[config.mk]
export PLATFORM = sky130hd
export DESIGN_NAME = txsig_regs
export DESIGN_NICKNAME = d
export VERILOG_FILES = /design/src/txsig_pkg.sv /design/src/txsig_regs.sv
export SDC_FILE = /design/constraint.sdc
export NUM_CORES = 1
export LEC_CHECK = 0
export CAP_MARGIN = 0
export CORE_UTILIZATION = 55
export CTS_CLUSTER_SIZE = 40
export DETAILED_ROUTE_END_ITERATION = 12
export DONT_BUFFER_PORTS = 1
export GPL_TIMING_DRIVEN = 0
export PLACE_DENSITY_LB_ADDON = 0.12
export SYNTH_ARGS = -nofsm -noshare
export SYNTH_HDL_FRONTEND = slang
export SYNTH_SLANG_ARGS = --single-unit
[constraint.sdc]
create_clock -name mclk_in -period 6.4 [get_ports mclk_in]
set_input_delay 1.6 -clock mclk_in [delete_from_list [all_inputs] [get_ports mclk_in]]
set_output_delay 1.6 -clock mclk_in [all_outputs]
set_load 0.005 [all_outputs]
[src/txsig_pkg.sv]
// package for the transmit signaling register store
package txsig_pkg;
  localparam logic [7:0] TXSIG_BASE_ADDR  = 8'h50;  // tx_signaling_byte_01
  localparam logic [7:0] TXSIG_LAST_E1    = 8'h5f;  // tx_signaling_byte_16
  localparam logic [7:0] TXSIG_LAST_T1    = 8'h5b;  // tx_signaling_byte_12
  localparam int         TXSIG_NUM_REGS   = 16;
  localparam int         TXSIG_NUM_T1     = 12;
  localparam int         TXSIG_IDX_W      = 4;
  localparam logic [3:0] TXSIG_E1_HDR_MSK = 4'h0;   // upper nibble of first register in cas
  // timing of the host update window in d4 mode
  localparam int         TXSIG_CLK_MHZ    = 125;
  localparam int         TXSIG_D4_WIN_US  = 120;
  localparam int         TXSIG_D4_WIN_CYC = TXSIG_D4_WIN_US * TXSIG_CLK_MHZ;
  typedef enum logic [1:0] {
    TXSIG_E1_CAS,
    TXSIG_E1_CCS,
    TXSIG_T1_ESF,
    TXSIG_T1_D4
  } txsig_fmt_t;
endpackage : txsig_pkg

[src/txsig_regs.sv]
// transmit signaling register store and multiframe shift loader
// Notes on behaviour
// - e1 signaling travels in time slot sixteen, cas or ccs as configured
// - plain numbering: e1 time slots 0..31 are channels 1..32
// - phone numbering: slots 1..15 are phones 1..15; slots 0, 16 unnumbered
// - phone numbering: slots 17..31 are phones 16..30
// - e1 cas: sixteen bytes at 50h..5fh; first byte upper nibble zero, low xyxx
// - e1 cas: bytes 2..16 carry abcd of two phones, even phone upper nibble
// - e1 ccs: 128 bits in order, bit 1 at msb of first byte
// - t1 esf: twelve bytes 50h..5bh, abcd for two channels, even upper
// - t1 d4: nibble holds ab then ab of next multiframe, even upper
// - copy registers into output shift register at each multiframe boundary
// - insert only when t1 or e1 enable set, per channel enable selects
// - d4 reloads every other multiframe; host writes within 120 us after
`timescale 1ns/1ps
`default_nettype none

// one register with synchronous active-low reset; every output flop of the store is one
module txsig_sync_reg
  import txsig_pkg::*;
#(
  parameter int           W       = 1,
  parameter logic [W-1:0] RST_VAL = '0
) (
  input  wire logic         mclk_in,
  input  wire logic         rst_b_in,
  input  wire logic [W-1:0] d_in,
  output logic      [W-1:0] q_out
);

  logic [W-1:0] val_q;

  // reset wins over the next value on the same edge
  always_ff @(posedge mclk_in) begin
    if (!rst_b_in) begin
      val_q <= RST_VAL;
    end else begin
      val_q <= d_in;
    end
  end

  assign q_out = val_q;

endmodule : txsig_sync_reg

// sixteen host bytes, copied as one image into the framer on accepted boundaries
module txsig_regs
  import txsig_pkg::*;
#(
  parameter int D4_WIN_CYC = TXSIG_D4_WIN_CYC
) (
  input  wire logic             mclk_in,
  input  wire logic             rst_b_in,
  // host parallel port, same clock domain
  input  wire logic [7:0]       host_addr_in,
  input  wire logic [7:0]       host_wdata_in,
  input  wire logic             host_wr_in,
  input  wire logic             host_rd_in,
  output logic [7:0]            host_rdata_out,
  output logic                  host_rdata_valid_out,
  // framing configuration
  input  wire txsig_fmt_t       fmt_in,
  input  wire logic             t1_tx_sig_insert_enable_in,
  input  wire logic             e1_tx_sig_insert_enable_in,
  input  wire logic [31:0]      per_channel_sw_sig_insert_enable_in,
  // framer side
  input  wire logic             mf_boundary_in,
  output logic [127:0]          tx_sig_shift_out,
  output logic                  tx_sig_load_out,
  output logic [31:0]           tx_sig_chan_insert_out,
  output logic                  d4_update_window_out
);

  // sizes and positions; kept local so that no bare figure sits in the logic
  localparam int                     BYTE_W     = 8;
  localparam int                     NIB_W      = 4;
  localparam int                     SHIFT_W    = TXSIG_NUM_REGS * BYTE_W;
  localparam int                     SLOT_N     = 32;
  localparam int                     SLOT_FRAME = 0;   // e1 alignment slot
  localparam int                     SLOT_SIG   = 16;  // the e1 signaling slot itself
  localparam int                     CNT_W      = $clog2(D4_WIN_CYC + 1);
  localparam logic [TXSIG_IDX_W-1:0] HDR_IDX    = '0;  // the cas header byte

  // alternate-boundary tracker for d4; other formats keep it parked on load
  typedef enum logic {
    TXSIG_D4_LOAD_NEXT,
    TXSIG_D4_SKIP_NEXT
  } txsig_d4_state_t;

  // signaling store; no reset since the contents are unspecified until written
  logic [BYTE_W-1:0]      sig_mem_q [TXSIG_NUM_REGS];

  // registers behind the outputs, each with its next value
  logic [SHIFT_W-1:0]     shift_q;
  logic [SHIFT_W-1:0]     shift_d;
  logic                   load_q;
  logic                   load_d;
  logic [SLOT_N-1:0]      ins_q;
  logic [SLOT_N-1:0]      ins_d;
  logic [BYTE_W-1:0]      rdata_q;
  logic [BYTE_W-1:0]      rdata_d;
  logic                   rvalid_q;
  logic                   rvalid_d;
  txsig_d4_state_t        d4_state_q;
  txsig_d4_state_t        d4_state_d;
  logic                   win_q;
  logic                   win_d;
  logic [CNT_W-1:0]       win_cnt_q;
  logic [CNT_W-1:0]       win_cnt_d;
  // flattened image of the store, rebuilt every cycle
  logic [SHIFT_W-1:0]     img;

  // format decode
  wire                    is_e1      = (fmt_in == TXSIG_E1_CAS) || (fmt_in == TXSIG_E1_CCS);
  wire                    is_cas     = (fmt_in == TXSIG_E1_CAS);
  wire                    is_d4      = (fmt_in == TXSIG_T1_D4);

  // address decode; t1 formats answer only on the first twelve bytes
  wire [BYTE_W-1:0]       last_addr  = is_e1 ? TXSIG_LAST_E1 : TXSIG_LAST_T1;
  wire                    above_base = (host_addr_in >= TXSIG_BASE_ADDR);
  wire                    below_last = (host_addr_in <= last_addr);
  wire                    addr_hit   = above_base && below_last;
  wire [BYTE_W-1:0]       addr_off   = host_addr_in - TXSIG_BASE_ADDR;
  wire [TXSIG_IDX_W-1:0]  idx        = addr_off[TXSIG_IDX_W-1:0];
  wire                    wr_hit     = host_wr_in && addr_hit;
  wire                    rd_hit     = host_rd_in && addr_hit;

  // the cas header byte keeps its upper nibble at zero whatever the host writes
  wire                    cas_hdr    = is_cas && (idx == HDR_IDX);
  wire [NIB_W-1:0]        wr_low_nib = host_wdata_in[NIB_W-1:0];
  wire [BYTE_W-1:0]       hdr_byte   = {TXSIG_E1_HDR_MSK, wr_low_nib};
  wire [BYTE_W-1:0]       wdata_eff  = cas_hdr ? hdr_byte : host_wdata_in;

  // read answer: stored byte inside the range of the format, zero elsewhere
  wire [BYTE_W-1:0]       rd_byte    = sig_mem_q[idx];
  assign rdata_d  = rd_hit ? rd_byte : '0;
  assign rvalid_d = host_rd_in;

  // insertion enable: the mode bit first, then the per channel select
  wire                    ins_en     = is_e1 ? e1_tx_sig_insert_enable_in
                                             : t1_tx_sig_insert_enable_in;
  // slots 0 and 16 carry no phone channel in e1, so they never take register signaling
  wire [SLOT_N-1:0]       one_slot   = SLOT_N'(1);
  wire [SLOT_N-1:0]       e1_unused  = (one_slot << SLOT_FRAME) | (one_slot << SLOT_SIG);
  wire [SLOT_N-1:0]       slot_keep  = is_e1 ? ~e1_unused : '1;
  wire [SLOT_N-1:0]       sw_sel     = per_channel_sw_sig_insert_enable_in & slot_keep;
  assign ins_d = ins_en ? sw_sel : '0;

  // d4 reloads only on alternate boundaries; every other format loads on each one
  wire                    d4_may_load = (d4_state_q == TXSIG_D4_LOAD_NEXT);
  wire                    do_load     = mf_boundary_in && (!is_d4 || d4_may_load);
  assign load_d  = do_load;
  assign shift_d = do_load ? img : shift_q;

  // image layout, byte 1 at the top down to byte 16 at the bottom:
  //   e1 cas: byte 1 is the header, bytes 2..16 hold phones 1..30 as abcd nibbles
  //   e1 ccs: the 128 message bits in order, with no nibble structure
  //   t1 esf: bytes 1..12 hold channels 1..24 as abcd nibbles, bytes 13..16 zero
  //   t1 d4 : bytes 1..12 hold ab of this multiframe, then ab of the next
  // the store already holds that order, so the copy is a straight move per byte;
  // bytes the t1 formats leave unused are zeroed so stale e1 data never leaks out
  always_comb begin
    img = '0;
    for (int i = 0; i < TXSIG_NUM_REGS; i++) begin
      if (is_e1 || (i < TXSIG_NUM_T1)) begin
        img[SHIFT_W-1-BYTE_W*i -: BYTE_W] = sig_mem_q[i];
      end
    end
  end

  // next d4 phase; a boundary in any other format parks the tracker on load
  always_comb begin
    d4_state_d = d4_state_q;
    case (d4_state_q)
      TXSIG_D4_LOAD_NEXT: begin
        if (mf_boundary_in && is_d4) begin
          d4_state_d = TXSIG_D4_SKIP_NEXT;
        end
      end
      TXSIG_D4_SKIP_NEXT: begin
        if (mf_boundary_in) begin
          d4_state_d = TXSIG_D4_LOAD_NEXT;
        end
      end
      default: begin
        d4_state_d = TXSIG_D4_LOAD_NEXT;
      end
    endcase
  end

  // host update window after a d4 reload; advisory only, late writes are not refused
  wire                    win_start  = is_d4 && do_load;
  wire                    cnt_busy   = (win_cnt_q != '0);
  wire [CNT_W-1:0]        win_len    = CNT_W'(D4_WIN_CYC - 1);
  wire [CNT_W-1:0]        cnt_dec    = win_cnt_q - 1'b1;
  assign win_cnt_d = win_start ? win_len : (cnt_busy ? cnt_dec : win_cnt_q);
  assign win_d     = win_start || (cnt_busy && win_q);

  // host writes land one edge after the strobe; a read in that cycle sees the old byte
  always_ff @(posedge mclk_in) begin
    if (wr_hit) begin
      sig_mem_q[idx] <= wdata_eff;
    end
  end

  // read data, valid for the one cycle after the read strobe
  txsig_sync_reg #(
    .W (BYTE_W)
  ) u_rdata_reg (
    .mclk_in  (mclk_in),
    .rst_b_in (rst_b_in),
    .d_in     (rdata_d),
    .q_out    (rdata_q)
  );

  // read valid pulse
  txsig_sync_reg #(
    .W (1)
  ) u_rvalid_reg (
    .mclk_in  (mclk_in),
    .rst_b_in (rst_b_in),
    .d_in     (rvalid_d),
    .q_out    (rvalid_q)
  );

  // image held for the framer until the next accepted boundary
  txsig_sync_reg #(
    .W (SHIFT_W)
  ) u_shift_reg (
    .mclk_in  (mclk_in),
    .rst_b_in (rst_b_in),
    .d_in     (shift_d),
    .q_out    (shift_q)
  );

  // load pulse, on the same edge as the image changes
  txsig_sync_reg #(
    .W (1)
  ) u_load_reg (
    .mclk_in  (mclk_in),
    .rst_b_in (rst_b_in),
    .d_in     (load_d),
    .q_out    (load_q)
  );

  // insertion mask, one cycle behind its inputs
  txsig_sync_reg #(
    .W (SLOT_N)
  ) u_ins_reg (
    .mclk_in  (mclk_in),
    .rst_b_in (rst_b_in),
    .d_in     (ins_d),
    .q_out    (ins_q)
  );

  // window flag
  txsig_sync_reg #(
    .W (1)
  ) u_win_reg (
    .mclk_in  (mclk_in),
    .rst_b_in (rst_b_in),
    .d_in     (win_d),
    .q_out    (win_q)
  );

  // window length counter, sized from the parameter so a longer window never wraps
  txsig_sync_reg #(
    .W (CNT_W)
  ) u_win_cnt_reg (
    .mclk_in  (mclk_in),
    .rst_b_in (rst_b_in),
    .d_in     (win_cnt_d),
    .q_out    (win_cnt_q)
  );

  // d4 phase; after reset the first d4 boundary loads
  always_ff @(posedge mclk_in) begin
    if (!rst_b_in) begin
      d4_state_q <= TXSIG_D4_LOAD_NEXT;
    end else begin
      d4_state_q <= d4_state_d;
    end
  end

  // every output comes straight from a flop
  assign host_rdata_out         = rdata_q;
  assign host_rdata_valid_out   = rvalid_q;
  assign tx_sig_shift_out       = shift_q;
  assign tx_sig_load_out        = load_q;
  assign tx_sig_chan_insert_out = ins_q;
  assign d4_update_window_out   = win_q;

endmodule : txsig_regs
`default_nettype wire

==> results.yml <==
critical_path:
  worstPathRequired_ns: 6.56
  r2r_slack_ns: 4.51
  path_depth: 7
  r2r_start: "d4_state_q"
  cp-end-kind: "register"
  max_stage_delay_ns: 1.07
  critPathMaxFanout: 9
  critPathArrivalTime_ns: 3.77
  crit_buf_inv: 2
  reg2reg_to: "u_shift_reg.q_out[56]"
  path_cells: "buf_2, clkbuf_1, ha_1, nand3_1, a21oi_1, nand4b_1, nor3_1"
  cpLargestDelayFamily: "simple AND/OR/NAND/NOR gates"
  slowest_stage: "nor3_1"
  critPathLaunchType: "primary input"
  worstSetupPathType: "in -> reg"
  r2r.worst_path.cells: 6
pwr:
  cellLeakagePower_nw: 4.56
  power_density_mw_per_mm2: 360
  power.total_mw: 4.54
  ir_drop_uv: 217
clock_network:
  h-tree-depth: 1
  cts.root.buffer_cell: "clkbuf_16"
  post_cts_buffers: 0
  clkLatencyLatePin_ns: 0.55
  cts_resized: 0
  clock_sinks: 314
  postCtsHoldBufs: 0
  path_clk_slew_ns: 0.06
  cts_max_path_buffers: 3
  cts_tree: "built"
  cts_inserted_buffers: 31
synth:
  syn-mean-instance-area_um2: 12.2
  synth.most_common_cell: "nand2_1"
  yosysTopAreaCell: "edfxtp_1"
  ys_async_sr_fraction: 0
  synth_warnings: 0
  syn-cell-area_mm2: 0.0112
  synth_fp_nets: 980
  ys_seq_elements: 314
  synth_top_cell_area_share: 0.343
  yosysSeqAreaShare: 0.675
  synth_area_leaders: "edfxtp_1, dfxtp_1, nand2_1"
  synthCells: 921
  synth_edf_count: 128
  synth_cell_types: 48
  ys_top_cells_by_count: "nand2_1, dfxtp_1, edfxtp_1, a21oi_1"
  synth_flop_cell: "dfxtp_1"
run:
  max-cap-violations: 0
floorplan:
  die-width_um: 145
  die_area_mm2: 0.0210
  start_util: 0.568
  die_h_um: 145
  core_mm2: 0.0197
  rows: 51
  io_pins: 228
route:
  wirelength_mm: 29.7
  route.detailed.drc: 0
  via_per_inst: 5.91
  antenna_left: 0
  drt_iter0_drc: 645
  vias: 7347
  wire_per_inst_um: 23.9
  firstDrtPassIters: 7
grt:
  antenna_found_initial: 0
  globalRouteOverflowTotal: 0
  grt_pass1_wl_mm: 43.1
  grt_pass1_vias: 6957
  grt_max_degree: 17
  grt_usage: 0.286
timing:
  final.setup.tns_ns: 0
  slew_violations: 0
  period_needed_ns: 3.61
  finalCritPeriodShare: 0.565
  max_slew.worst_pin.slew_ns: 1.31
  max_freq_ghz: 0.277
  relSlewSlack: 0.120
  whs_ns: 0.473
  fin_skew_ns: 0.0145
  hold_viol: 0
  fin_ws_ns: 2.79
  grt_setup_unrepaired: "no"
  finalSetupViolations: 0
outcome:
  status: "completed"
layout:
  fillerInstances: 1563
  final_util: 0.640
  antennaDiodeCount: 0
  final_nets: 1013
  synthToLayoutAreaGrowth_pct: 12.6
  drive_gt1_frac: 0.117
placed_design:
  port_buffers: 0
  hpwlAfterDp_mm: 21.8
  routabilityCongestion: 0.865
  pre_cts_slack_ns: 2.22
worst_hold_path:
  hold-path-endpoint: "u_shift_reg.q_out[59]"
  hold_start: "u_shift_reg.q_out[59]"
  hold_class: "reg -> reg"
  hold_depth: 2
[worst max path at each step]
stage	to	slack [ns]	start
5_1_grt	sig_mem_q[8][4]	2.64	fmt_in[1]
4_1_cts	sig_mem_q[8][5]	2.78	fmt_in[1]
3_5_place_dp	sig_mem_q[8][3]	2.22	fmt_in[1]
3_3_place_gp	sig_mem_q[8][3]	2.29	fmt_in[1]
6_report	sig_mem_q[8][5]	2.79	fmt_in[1]
2_1_floorplan	sig_mem_q[8][0]	2.83	fmt_in[1]
[metal layers]
metal | track usage | vias up | part of all wire
met5 | 0 | - | 0
met4 | 0.0726 | 0 | 0.020
met3 | 0.0964 | 45 | 0.13
met2 | 0.423 | 407 | 0.43
met1 | 0.406 | 3562 | 0.42
li1 | - | 3333 | -
[sequential cells by signal (all words and copies together), names as in the netlist]
| name | flops |
|---|---|
| u_load_reg.q_out | 1 |
| u_rvalid_reg.q_out | 1 |
| u_win_reg.q_out | 1 |
| u_ins_reg.q_out | 32 |
| u_win_cnt_reg.q_out | 14 |
| sig_mem_q | 128 |
| u_rdata_reg.q_out | 8 |
| u_shift_reg.q_out | 128 |
| d4_state_q | 1 |
[area by class of cell]
type	instances	area, µm²	share of cell area
clock inverters	14	168	0.0133
flip-flops and latches	314	7570	0.600
inverters	22	82.6	0.00654
plain buffers	58	243	0.0192
clock buffers	43	913	0.0724
multi-input cells	527	3310	0.263
well taps	265	332	0.0263
[power breakdown]
part / leakage, nW / internal, mW / switching (mW)
registers: 2.68 / 2.16 / 0.0803
clock network: 0.539 / 1.15 / 0.743
logic: 1.34 / 0.164 / 0.238
total: 4.56 / 3.48 / 1.06
[cell usage in the layout, fill, tap and decap left out, types with 5 or more instances in the layout]
master,netlist,final
clkbuf_16,0,33
o221ai_1,8,8
clkbuf_1,35,40
edfxtp_1,128,128
clkinv_2,0,8
buf_2,16,16
a21oi_1,106,106
mux4_2,32,32
and2_1,35,35
nand2_1,213,213
nor3_1,11,11
nand3_1,5,5
nor2_1,24,24
dfxtp_1,186,186
clkbuf_8,0,5
inv_1,22,22
buf_1,5,5
mux2_2,8,8
a22o_1,32,32
[worst min-delay path, cell delays in order, from the launching register on]
cell	delay (ns)
dfxtp_1	0.32
nand2_1	0.05
a21oi_1	0.05
[per-stage QoR]
step	std cells	cell area [µm²]
after floorplan	921	11200
after global placement	1186	11500
after detailed placement	1186	11500
after CTS	1243	12600
after global routing	1243	12600
final	1243	12600
[logic make-up (layout without fill, tap and decap cells)]
family,after synthesis,in the layout,synth area share
mux,41,41,0.0732
compound gates,164,164,0.0911
simple gates,317,317,0.127
fa+ha+maj,2,2,0.00223
xor+xnor,3,3,0.00234
buf+inv,80,137,0.0290
flops,314,314,0.675
Note: power is estimated with default switching activity, not from simulation.
